[config.mk]
export PLATFORM = sky130hd
export DESIGN_NAME = ctm_timer
export DESIGN_NICKNAME = d
export VERILOG_FILES = /design/src/verilog/ctm_pkg.sv /design/src/verilog/ctm_timer.sv
export SDC_FILE = /design/constraint.sdc
export NUM_CORES = 1
export LEC_CHECK = 0
export ABC_AREA = 1
export BUFFER_PORTS_ARGS = -buffer_cell sky130_fd_sc_hd__buf_2
export CAP_MARGIN = 20
export CORE_ASPECT_RATIO = 0.8
export CORE_MARGIN = 3
export CORE_UTILIZATION = 40
export DETAILED_ROUTE_END_ITERATION = 8
export GPL_TIMING_DRIVEN = 1
export PLACE_DENSITY_LB_ADDON = 0.08
export SLEW_MARGIN = 0
export SYNTH_ARGS = -nofsm -noshare
export SYNTH_HDL_FRONTEND = slang
export SYNTH_SLANG_ARGS = --single-unit
[constraint.sdc]
create_clock -name aclk -period 4.85 [get_ports aclk]
set_input_delay 0.2425 -clock aclk [delete_from_list [all_inputs] [get_ports aclk]]
set_output_delay 0.2425 -clock aclk [all_outputs]
set_load 0.01 [all_outputs]
[src/verilog/ctm_pkg.sv]
// Constants, carrier types and register map of the compact 10-bit timer.
// Behaviour
// - Pause holds counter value, resumes from it
// - Clock select picks one of seven count sources
// - On bit rising edge clears counter, runs
// - On bit low stops counter, keeps value
// - On rise restores initial pin level
// - Period value compares counter bits nine to seven
// - Period zero lets counter overflow at maximum
// - Mode field selects compare, PWM or timer
// - Compare A match acts on pin per field
// - PWM pin field forces inactive, active, waveform
// - Requested level equal to pin means no change
// - Initial level bit sets level or polarity
// - Invert bit inverts pin outside timer mode
// - Swap bit exchanges period and duty comparators
// - Clear source bit picks A or period match
// - Clear source bit ignored in PWM mode
// - Counter readable, compare A readable and writable
// - Timer mode leaves the pin undriven
// - Low bytes pass through one shared buffer
// - Clear source one suppresses period match flag
package ctm_pkg;

    localparam int CTM_AW = 5;
    localparam logic [CTM_AW-1:0] CTM_OFS_CTRL0 = 5'h00;
    localparam logic [CTM_AW-1:0] CTM_OFS_CTRL1 = 5'h04;
    localparam logic [CTM_AW-1:0] CTM_OFS_CNTL  = 5'h08;
    localparam logic [CTM_AW-1:0] CTM_OFS_CNTH  = 5'h0C;
    localparam logic [CTM_AW-1:0] CTM_OFS_CMPL  = 5'h10;
    localparam logic [CTM_AW-1:0] CTM_OFS_CMPH  = 5'h14;
    localparam logic [CTM_AW-1:0] CTM_OFS_FLAGS = 5'h18;

    // Field positions in the two control registers and the flag register.
    localparam int CTM_B_PAUSE = 7;
    localparam int CTM_B_CKSEL = 4;
    localparam int CTM_B_ON    = 3;
    localparam int CTM_B_MODE  = 6;
    localparam int CTM_B_PINF  = 4;
    localparam int CTM_B_INIT  = 3;
    localparam int CTM_B_INV   = 2;
    localparam int CTM_B_SWAP  = 1;
    localparam int CTM_B_CLR   = 0;
    localparam int CTM_B_FLAGA = 0;
    localparam int CTM_B_FLAGP = 1;

    localparam logic [7:0] CTM_RST_CTRL = 8'h00;
    localparam logic [9:0] CTM_RST_CMPA = 10'h000;
    localparam logic [9:0] CTM_CNT_MAX  = 10'h3FF;
    localparam logic [5:0] CTM_HDIV16   = 6'h0F;
    localparam logic [5:0] CTM_HDIV64   = 6'h3F;
    localparam logic [1:0] CTM_SDIV4    = 2'h3;

    localparam logic [1:0] CTM_RESP_OKAY   = 2'h0;
    localparam logic [1:0] CTM_RESP_SLVERR = 2'h2;

    typedef enum logic [1:0] {
        CTM_MODE_CMP   = 2'h0,
        CTM_MODE_UNDEF = 2'h1,
        CTM_MODE_PWM   = 2'h2,
        CTM_MODE_TIMER = 2'h3
    } ctm_mode_type;

    typedef struct packed {
        logic [31:0] awaddr;
        logic        awvalid;
        logic [31:0] wdata;
        logic [3:0]  wstrb;
        logic        wvalid;
        logic        bready;
        logic [31:0] araddr;
        logic        arvalid;
        logic        rready;
    } ctm_axi_req_type;

    typedef struct packed {
        logic        awready;
        logic        wready;
        logic [1:0]  bresp;
        logic        bvalid;
        logic        arready;
        logic [31:0] rdata;
        logic [1:0]  rresp;
        logic        rvalid;
    } ctm_axi_rsp_type;

endpackage

[src/verilog/ctm_timer.sv]
// Compact 10-bit timer with AXI4-Lite register access and one output pin.
//
// Implementation choices: register access over AXI4-Lite and the placing of the registers.
module ctm_timer (
    input  wire logic                 aclk,           // System clock.
    input  wire logic                 aresetn,        // Sync reset, low.
    input  wire ctm_pkg::ctm_axi_req_type axi_req,    // Bus requests.
    output ctm_pkg::ctm_axi_rsp_type      axi_rsp,    // Bus answers.
    input  wire logic                 high_clk_tick,  // High clock strobe.
    input  wire logic                 sub_clk_tick,   // Sub clock strobe.
    input  wire logic                 external_count_input, // Count pin.
    output logic                      timer_output_pin, // Pin level.
    output logic                      timer_output_en   // Pin drive.
);
    import ctm_pkg::*;

    logic [7:0] ctrl0_q;
    logic [7:0] ctrl1_q;
    logic [9:0] cnt_q;
    logic [9:0] cnt_d;
    logic [9:0] cmpa_q;
    logic [7:0] lowbuf_q;
    logic       flag_a_q;
    logic       flag_p_q;
    logic       on_prev_q;
    logic       cmp_lvl_q;
    logic [1:0] sdiv_q;
    logic [5:0] hdiv_q;
    logic       ext_s1_q;
    logic       ext_s2_q;
    logic       ext_s3_q;
    logic       pin_q;
    logic       pin_en_q;

    // Control fields.
    logic       pause;
    logic [2:0] cksel;
    logic       timer_on;
    logic [2:0] period_compare;
    ctm_mode_type mode;
    logic [1:0] pinf;
    logic       init_lvl;
    logic       invert;
    logic       swap;
    logic       clr_sel;
    assign pause          = ctrl0_q[CTM_B_PAUSE];
    assign cksel          = ctrl0_q[CTM_B_CKSEL +: 3];
    assign timer_on       = ctrl0_q[CTM_B_ON];
    assign period_compare = ctrl0_q[2:0];
    assign mode           = ctm_mode_type'(ctrl1_q[CTM_B_MODE +: 2]);
    assign pinf           = ctrl1_q[CTM_B_PINF +: 2];
    assign init_lvl       = ctrl1_q[CTM_B_INIT];
    assign invert         = ctrl1_q[CTM_B_INV];
    assign swap           = ctrl1_q[CTM_B_SWAP];
    assign clr_sel        = ctrl1_q[CTM_B_CLR];

    // Bus handshake and decode.
    logic        aw_full_q;
    logic        w_full_q;
    logic [CTM_AW-1:0] waddr_q;
    logic        waddr_ok_q;
    logic [7:0]  wbyte_q;
    logic        wlane_q;
    logic        bvalid_q;
    logic [1:0]  bresp_q;
    logic        rvalid_q;
    logic [31:0] rdata_q;
    logic [1:0]  rresp_q;
    logic        aw_take;
    logic        w_take;
    logic        wr_go;
    logic        ar_take;
    logic [CTM_AW-1:0] raddr;
    logic        wr_hit;
    logic        rd_hit;
    logic        wr_en;
    assign aw_take = axi_req.awvalid & ~aw_full_q & ~bvalid_q;
    assign w_take  = axi_req.wvalid & ~w_full_q & ~bvalid_q;
    assign wr_go   = aw_full_q & w_full_q & ~bvalid_q;
    assign ar_take = axi_req.arvalid & ~rvalid_q;
    assign raddr   = axi_req.araddr[CTM_AW-1:0];
    assign wr_hit  = waddr_ok_q
                   & (waddr_q[1:0] == 2'h0) & (waddr_q <= CTM_OFS_FLAGS);
    assign rd_hit  = (axi_req.araddr[31:CTM_AW] == '0)
                   & (raddr[1:0] == 2'h0) & (raddr <= CTM_OFS_FLAGS);
    assign wr_en   = wr_go & wlane_q & wr_hit;

    assign axi_rsp.awready = ~aw_full_q & ~bvalid_q;
    assign axi_rsp.wready  = ~w_full_q & ~bvalid_q;
    assign axi_rsp.bvalid  = bvalid_q;
    assign axi_rsp.bresp   = bresp_q;
    assign axi_rsp.arready = ~rvalid_q;
    assign axi_rsp.rvalid  = rvalid_q;
    assign axi_rsp.rdata   = rdata_q;
    assign axi_rsp.rresp   = rresp_q;

    logic wr_c0;
    logic wr_c1;
    logic wr_al;
    logic wr_ah;
    logic wr_fl;
    logic rd_dh;
    logic rd_ah;
    assign wr_c0 = wr_en & (waddr_q == CTM_OFS_CTRL0);
    assign wr_c1 = wr_en & (waddr_q == CTM_OFS_CTRL1);
    assign wr_al = wr_en & (waddr_q == CTM_OFS_CMPL);
    assign wr_ah = wr_en & (waddr_q == CTM_OFS_CMPH);
    assign wr_fl = wr_en & (waddr_q == CTM_OFS_FLAGS);
    assign rd_dh = ar_take & rd_hit & (raddr == CTM_OFS_CNTH);
    assign rd_ah = ar_take & rd_hit & (raddr == CTM_OFS_CMPH);

    // Read data mux; low bytes come from the shared buffer.
    logic [7:0] rd_byte;
    always_comb begin
        rd_byte = 8'h00;
        unique case (raddr)
            CTM_OFS_CTRL0: rd_byte = ctrl0_q;
            CTM_OFS_CTRL1: rd_byte = ctrl1_q;
            CTM_OFS_CNTL:  rd_byte = lowbuf_q;
            CTM_OFS_CNTH:  rd_byte = {6'h00, cnt_q[9:8]};
            CTM_OFS_CMPL:  rd_byte = lowbuf_q;
            CTM_OFS_CMPH:  rd_byte = {6'h00, cmpa_q[9:8]};
            CTM_OFS_FLAGS: rd_byte = {6'h00, flag_p_q, flag_a_q};
            default:       rd_byte = 8'h00;
        endcase
    end

    // Write channel: address and data taken in either order.
    always_ff @(posedge aclk) begin
        if (!aresetn) begin
            aw_full_q <= 1'b0;
            w_full_q  <= 1'b0;
            waddr_q   <= '0;
            waddr_ok_q <= 1'b0;
            wbyte_q   <= 8'h00;
            wlane_q   <= 1'b0;
            bvalid_q  <= 1'b0;
            bresp_q   <= CTM_RESP_OKAY;
        end else begin
            if (aw_take) begin
                aw_full_q <= 1'b1;
                waddr_q   <= axi_req.awaddr[CTM_AW-1:0];
                waddr_ok_q <= (axi_req.awaddr[31:CTM_AW] == '0);
            end
            if (w_take) begin
                w_full_q <= 1'b1;
                wbyte_q  <= axi_req.wdata[7:0];
                wlane_q  <= axi_req.wstrb[0];
            end
            if (wr_go) begin
                aw_full_q <= 1'b0;
                w_full_q  <= 1'b0;
                bvalid_q  <= 1'b1;
                bresp_q   <= wr_hit ? CTM_RESP_OKAY : CTM_RESP_SLVERR;
            end else if (bvalid_q && axi_req.bready) begin
                bvalid_q <= 1'b0;
            end
        end
    end

    // Read channel: data registered one cycle after the address.
    always_ff @(posedge aclk) begin
        if (!aresetn) begin
            rvalid_q <= 1'b0;
            rdata_q  <= 32'h0000_0000;
            rresp_q  <= CTM_RESP_OKAY;
        end else if (ar_take) begin
            rvalid_q <= 1'b1;
            rdata_q  <= rd_hit ? {24'h00_0000, rd_byte} : 32'h0000_0000;
            rresp_q  <= rd_hit ? CTM_RESP_OKAY : CTM_RESP_SLVERR;
        end else if (rvalid_q && axi_req.rready) begin
            rvalid_q <= 1'b0;
        end
    end

    // Control registers and compare A with the low-byte buffer.
    always_ff @(posedge aclk) begin
        if (!aresetn) begin
            ctrl0_q  <= CTM_RST_CTRL;
            ctrl1_q  <= CTM_RST_CTRL;
            cmpa_q   <= CTM_RST_CMPA;
            lowbuf_q <= 8'h00;
        end else begin
            if (wr_c0) begin
                ctrl0_q <= wbyte_q;
            end
            if (wr_c1) begin
                ctrl1_q <= wbyte_q;
            end
            if (wr_ah) begin
                cmpa_q <= {wbyte_q[1:0], lowbuf_q};
            end
            if (wr_al) begin
                lowbuf_q <= wbyte_q;
            end else if (rd_dh) begin
                lowbuf_q <= cnt_q[7:0];
            end else if (rd_ah) begin
                lowbuf_q <= cmpa_q[7:0];
            end
        end
    end

    // External count pin synchroniser and edge detect after stage two.
    always_ff @(posedge aclk) begin
        if (!aresetn) begin
            ext_s1_q <= 1'b0;
            ext_s2_q <= 1'b0;
            ext_s3_q <= 1'b0;
        end else begin
            ext_s1_q <= external_count_input;
            ext_s2_q <= ext_s1_q;
            ext_s3_q <= ext_s2_q;
        end
    end

    // Prescalers for the divided system and high clocks.
    always_ff @(posedge aclk) begin
        if (!aresetn) begin
            sdiv_q <= 2'h0;
            hdiv_q <= 6'h00;
        end else begin
            sdiv_q <= sdiv_q + 2'h1;
            if (high_clk_tick) begin
                hdiv_q <= hdiv_q + 6'h01;
            end
        end
    end

    logic tick;
    always_comb begin
        unique case (cksel)
            3'h0: tick = (sdiv_q == CTM_SDIV4);
            3'h1: tick = 1'b1;
            3'h2: tick = high_clk_tick & (hdiv_q[3:0] == CTM_HDIV16[3:0]);
            3'h3: tick = high_clk_tick & (hdiv_q == CTM_HDIV64);
            3'h4: tick = sub_clk_tick;
            3'h5: tick = sub_clk_tick;
            3'h6: tick = ext_s2_q & ~ext_s3_q;
            3'h7: tick = ~ext_s2_q & ext_s3_q;
            default: tick = 1'b0;
        endcase
    end

    // Comparators look at the value the next tick would reach.
    logic [9:0]  cnt_inc;
    logic        on_rise;
    logic        run;
    logic        is_pwm;
    logic        p_match;
    logic        a_match;
    logic        clr_by_a;
    logic        p_flag_ok;
    assign cnt_inc = cnt_q + 10'h001;
    // Rising edge of the on bit.
    assign on_rise = timer_on & ~on_prev_q;
    // Count only when on and not paused.
    assign run     = timer_on & ~pause & tick & ~on_rise;
    assign is_pwm  = (mode == CTM_MODE_PWM);
    // Period match on bits 9..7, zero means overflow.
    assign p_match = (period_compare == 3'h0) ? (cnt_q == CTM_CNT_MAX)
                   : (cnt_inc == {period_compare, 7'h00});
    assign a_match = (cmpa_q != 10'h000) & (cnt_inc == cmpa_q);
    assign clr_by_a  = is_pwm ? swap : clr_sel;
    // Period flag suppressed when A clears outside PWM.
    assign p_flag_ok = is_pwm | ~clr_sel;

    // Next counter value with clear on the selected match.
    always_comb begin
        cnt_d = cnt_q;
        if (on_rise) begin
            cnt_d = 10'h000;
        end else if (run) begin
            if (clr_by_a ? a_match : p_match) begin
                cnt_d = 10'h000;
            end else begin
                cnt_d = cnt_inc;
            end
        end
    end

    // Counter, on-edge history and match flags; a set beats a clear.
    always_ff @(posedge aclk) begin
        if (!aresetn) begin
            cnt_q     <= 10'h000;
            on_prev_q <= 1'b0;
            flag_a_q  <= 1'b0;
            flag_p_q  <= 1'b0;
        end else begin
            cnt_q     <= cnt_d;
            on_prev_q <= timer_on;
            flag_a_q  <= (run & a_match) |
                         (flag_a_q & ~(wr_fl & wbyte_q[CTM_B_FLAGA]));
            flag_p_q  <= (run & p_match & p_flag_ok) |
                         (flag_p_q & ~(wr_fl & wbyte_q[CTM_B_FLAGP]));
        end
    end

    // PWM duty: below duty the waveform is at its active level.
    logic [10:0] duty;
    logic        pwm_act;
    // Duty from A or from period value times 128.
    assign duty    = swap ? ((period_compare == 3'h0) ? 11'h400
                             : {1'b0, period_compare, 7'h00})
                          : {1'b0, cmpa_q};
    assign pwm_act = ({1'b0, cnt_q} < duty);

    // Compare-mode pin level.
    always_ff @(posedge aclk) begin
        if (!aresetn) begin
            cmp_lvl_q <= 1'b0;
        end else if (on_rise) begin
            cmp_lvl_q <= init_lvl;
        end else if (run && a_match && mode == CTM_MODE_CMP) begin
            // Pin action; equal level gives no change.
            unique case (pinf)
                2'h0: cmp_lvl_q <= cmp_lvl_q;
                2'h1: cmp_lvl_q <= 1'b0;
                2'h2: cmp_lvl_q <= 1'b1;
                2'h3: cmp_lvl_q <= ~cmp_lvl_q;
            endcase
        end
    end

    // Pin level before inversion.
    logic lvl;
    always_comb begin
        lvl = cmp_lvl_q;
        if (is_pwm) begin
            // Forced or waveform, active level from init bit.
            unique case (pinf)
                2'h0: lvl = ~init_lvl;
                2'h1: lvl = init_lvl;
                2'h2: lvl = pwm_act ? init_lvl : ~init_lvl;
                2'h3: lvl = ~init_lvl;
            endcase
        end
    end

    // Registered pin and its drive enable.
    always_ff @(posedge aclk) begin
        if (!aresetn) begin
            pin_q    <= 1'b0;
            pin_en_q <= 1'b0;
        end else begin
            pin_q    <= lvl ^ invert;
            // Timer mode and undefined mode leave pin free.
            pin_en_q <= (mode == CTM_MODE_CMP) | is_pwm;
        end
    end

    assign timer_output_pin = pin_q;
    assign timer_output_en  = pin_en_q;

endmodule

==> results.md <==
* Die W at 133 microns
* Pin count of the biggest net entering global routing at 59
* R2R Setup Slk at 2.40 ns
* Fin crit period at 2.45 ns
* Core region area at 12,300 sq um
* Synth Flop Type: dfxtp_1
* Register area at 1800 sq um
* EDFF count, synth at 0
* Commonest non-fill, non-tap cell in the layout: nand2_1
* Count of final setup violators at 0
* Critical R2R Capture: timer_output_pin$_SDFF_PN0_
* VDD IR max at 0.189 mV
* Initial antenna violation count at 0
* CTS buffer count at 9
* CTS tree: yes
* Worst-path clk slew at 0.06 ns
* Max Root-Sink Buffers at 2
* R2R cell count at 15
* Required time worst endpoint at between 5 and 6 ns
* Multi-input logic area at 2770 sq um
* Cts hold-fix bufs at 0
* Pins Over Slew Limit at 0
* Worst skew pair latency at 0.35 ns
* Starting density of the core at 41.5%
* Peak Freq at about 410 MHz
* Detailed placement HPWL at 11,400 microns
* Ys async rst share at 0%
* Seq/Total Area, Yosys at 35.2%
* Most frequent cells in the layout: 135 x nand2_1, 99 x buf_2, 96 x inv_1
* Share of cells above drive strength 1 at 15.6%
* Class of the worst hold path: input pin to flop
* Uppermost layer routed: met4
* Setup tns final at 0 ns
* Total setup buffers inserted after CTS at 0
* Startpoint Class: flop
* ANT cells at 0
* Number of global-route vias before repair at around 4,700
* Number of core rows at 36
* Worst-case clock skew at 0.00858 ns
* Die Area at between 10,000 and 15,000 sq um
* Worst Setup EP: timer_output_pin$_SDFF_PN0_
* Worst-margin pin slew at 0.907 ns
* RSZ-0062 raised after global routing: false
* DR WL/cell at roughly 14 microns
* GRT overflow at 0
* DR pass1 iterations at 5
* H-Tree Depth at 3
* DRT iter0 DRCs at 378
* Clk root buf: clkbuf_16
* Status: finished clean
* Post-layout util at 48.4%
* Vias at 5,205
* Power Density at 277 nW/um^2
* GPL Wtd Cong at between 0.8 and 0.9
* Mapped Cells at 762
* Port Buf Inserts at 99
* Detail Route Antenna Nets at 0
* Synthesized cell area at 5120 sq um
* WHS Path Cells at 3
* Post-CTS sizing at 0
* Worst rel slew slack at 39.5%
* WL met2 at 6180 microns
* Final Hold Fails at 0
* Global-route wire length before repair at about 23,000 microns
* Die Ht at 107 microns
* Worst R2R Start: ctrl1_q[1]$_SDFFE_PN0P_
* Total Wirelength at approximately 15,000 microns
* DR WL met3 at between 1000 and 1500 microns
* Post-route DRC at 0
* Period utilization at 50.6%
* Area Growth Syn to Fin at 16.7%
* Clk sinks at 90
* P_leak at 2.65 nW
* Max cap viols at 0
* Cell variety after synth at 38
* Synthesized flop and latch total at 90
* Crit path DAT at 2.69 ns
* Gr usage total at 20.7%
* M1 WL at 7110 microns
* Ports at roughly 150
* Layout fillers at approximately 1,300
* # nets final at 981
* Crit path launch: ctrl1_q[1]$_SDFFE_PN0P_
* Synthesized area per cell at 6.73 sq um
* Via/cell ratio at between 5 and 6
* Crit path max fanout at 9
* Synth warn at 0
* Setup CP Type: flop to flop
* CP Capture Type: flop
==> area by class of cell <==
type / count / area share [%]
sequential: 90 / 30.1
inverter: 99 / 6.22
clock buffer: 10 / 3.83
tap: 171 / 3.58
multi-input combinational: 555 / 46.3
clock inverter: 6 / 1.53
timing repair buffer: 100 / 8.41
==> synth_stat cells (all sizes together) (2+ instances only) <==
master	count	share of area, %
buf	32	4.6
o22ai	6	0.73
ha	16	3.9
o21ai	76	7.4
nand2	139	11
nor3	16	1.7
o21a	2	0.29
o211ai	2	0.29
xor2	4	0.68
nor2	98	7.7
clkbuf	11	0.81
a21oi	75	7.3
nand3	56	5.9
nor4	13	1.7
dfxtp	90	35
a31oi	2	0.24
o2111ai	2	0.34
nand3b	4	0.59
nand4	10	1.2
o21bai	4	0.59
inv	98	7.2
==> cells by family after synthesis <==
kind of cell / Yosys count / share of synthesized area [%]
AND/OR/NAND/NOR: 337 / 29.5
AO/OA/AOI/OAI: 171 / 17.6
buffers and inverters: 142 / 12.7
flip-flops: 90 / 35.2
adder cells (fa/ha/maj): 16 / 3.91
XOR/XNOR: 5 / 1.15
other: 1 / 0.0732
==> power breakdown <==
group | total, mW | switching (mW) | internal [mW]
Combinational | 0.132 | 0.0815 | 0.0505
Sequential | 0.776 | 0.0163 | 0.759
Clock | 0.746 | 0.293 | 0.453
==> worst min path at each step <==
stage	start	slack, ns	end
CTS	external_count_input	0.06	ext_s1_q$_SDFF_PN0_
global placement	ext_s1_q$_SDFF_PN0_	0.40	ext_s2_q$_SDFF_PN0_
finish	external_count_input	0.08	ext_s1_q$_SDFF_PN0_
detailed placement	ext_s1_q$_SDFF_PN0_	0.40	ext_s2_q$_SDFF_PN0_
global route	external_count_input	0.08	ext_s1_q$_SDFF_PN0_
floorplan	high_clk_tick	0.33	hdiv_q[1]$_SDFFE_PN0P_
==> critical path: stages, from the launching register on <==
cell      delay, ns
dfxtp_1        0.54
clkinv_1       0.39
nand2_1        0.15
ha_1           0.25
nand2_1        0.07
inv_1          0.03
o21ai_0        0.14
nand3_1        0.09
nand2_1        0.11
nand2_1        0.06
nand2_1        0.06
nand3_1        0.11
nand2_1        0.09
nand2_1        0.06
a21oi_1        0.13
nor2_1         0.06
==> stage by stage <==
stage	total power, mW	setup slack, ns	area [sq um]	cells	hold WS [ns]
after detailed placement	0.925	2.45	5660	1015	0.403
final	1.65	2.40	5980	1031	0.0794
after global routing	1.73	2.14	5980	1031	0.0847
after floorplan	0.878	2.98	5220	787	0.333
after CTS	1.68	2.43	5980	1031	0.0619
after global placement	0.920	2.46	5660	1015	0.399
==> metal layers <==
| layer | vias up | track usage (%) |
|---|---|---|
| li1 | 2659 | - |
| met5 | - | 0 |
| met2 | 204 | 31.8 |
| met4 | 0 | 4.45 |
| met3 | 12 | 5.77 |
| met1 | 2330 | 29.0 |
==> sequential cells by signal, indices dropped and copies added, names as in the netlist, 5 cells and up <==
signal and cells:
lowbuf_q 8, ctrl0_q 8, wbyte_q 8, cmpa_q 10, hdiv_q 6, waddr_q 5
rdata_q 8, cnt_q 10, ctrl1_q 8
(Power assumes the default switching activity.)
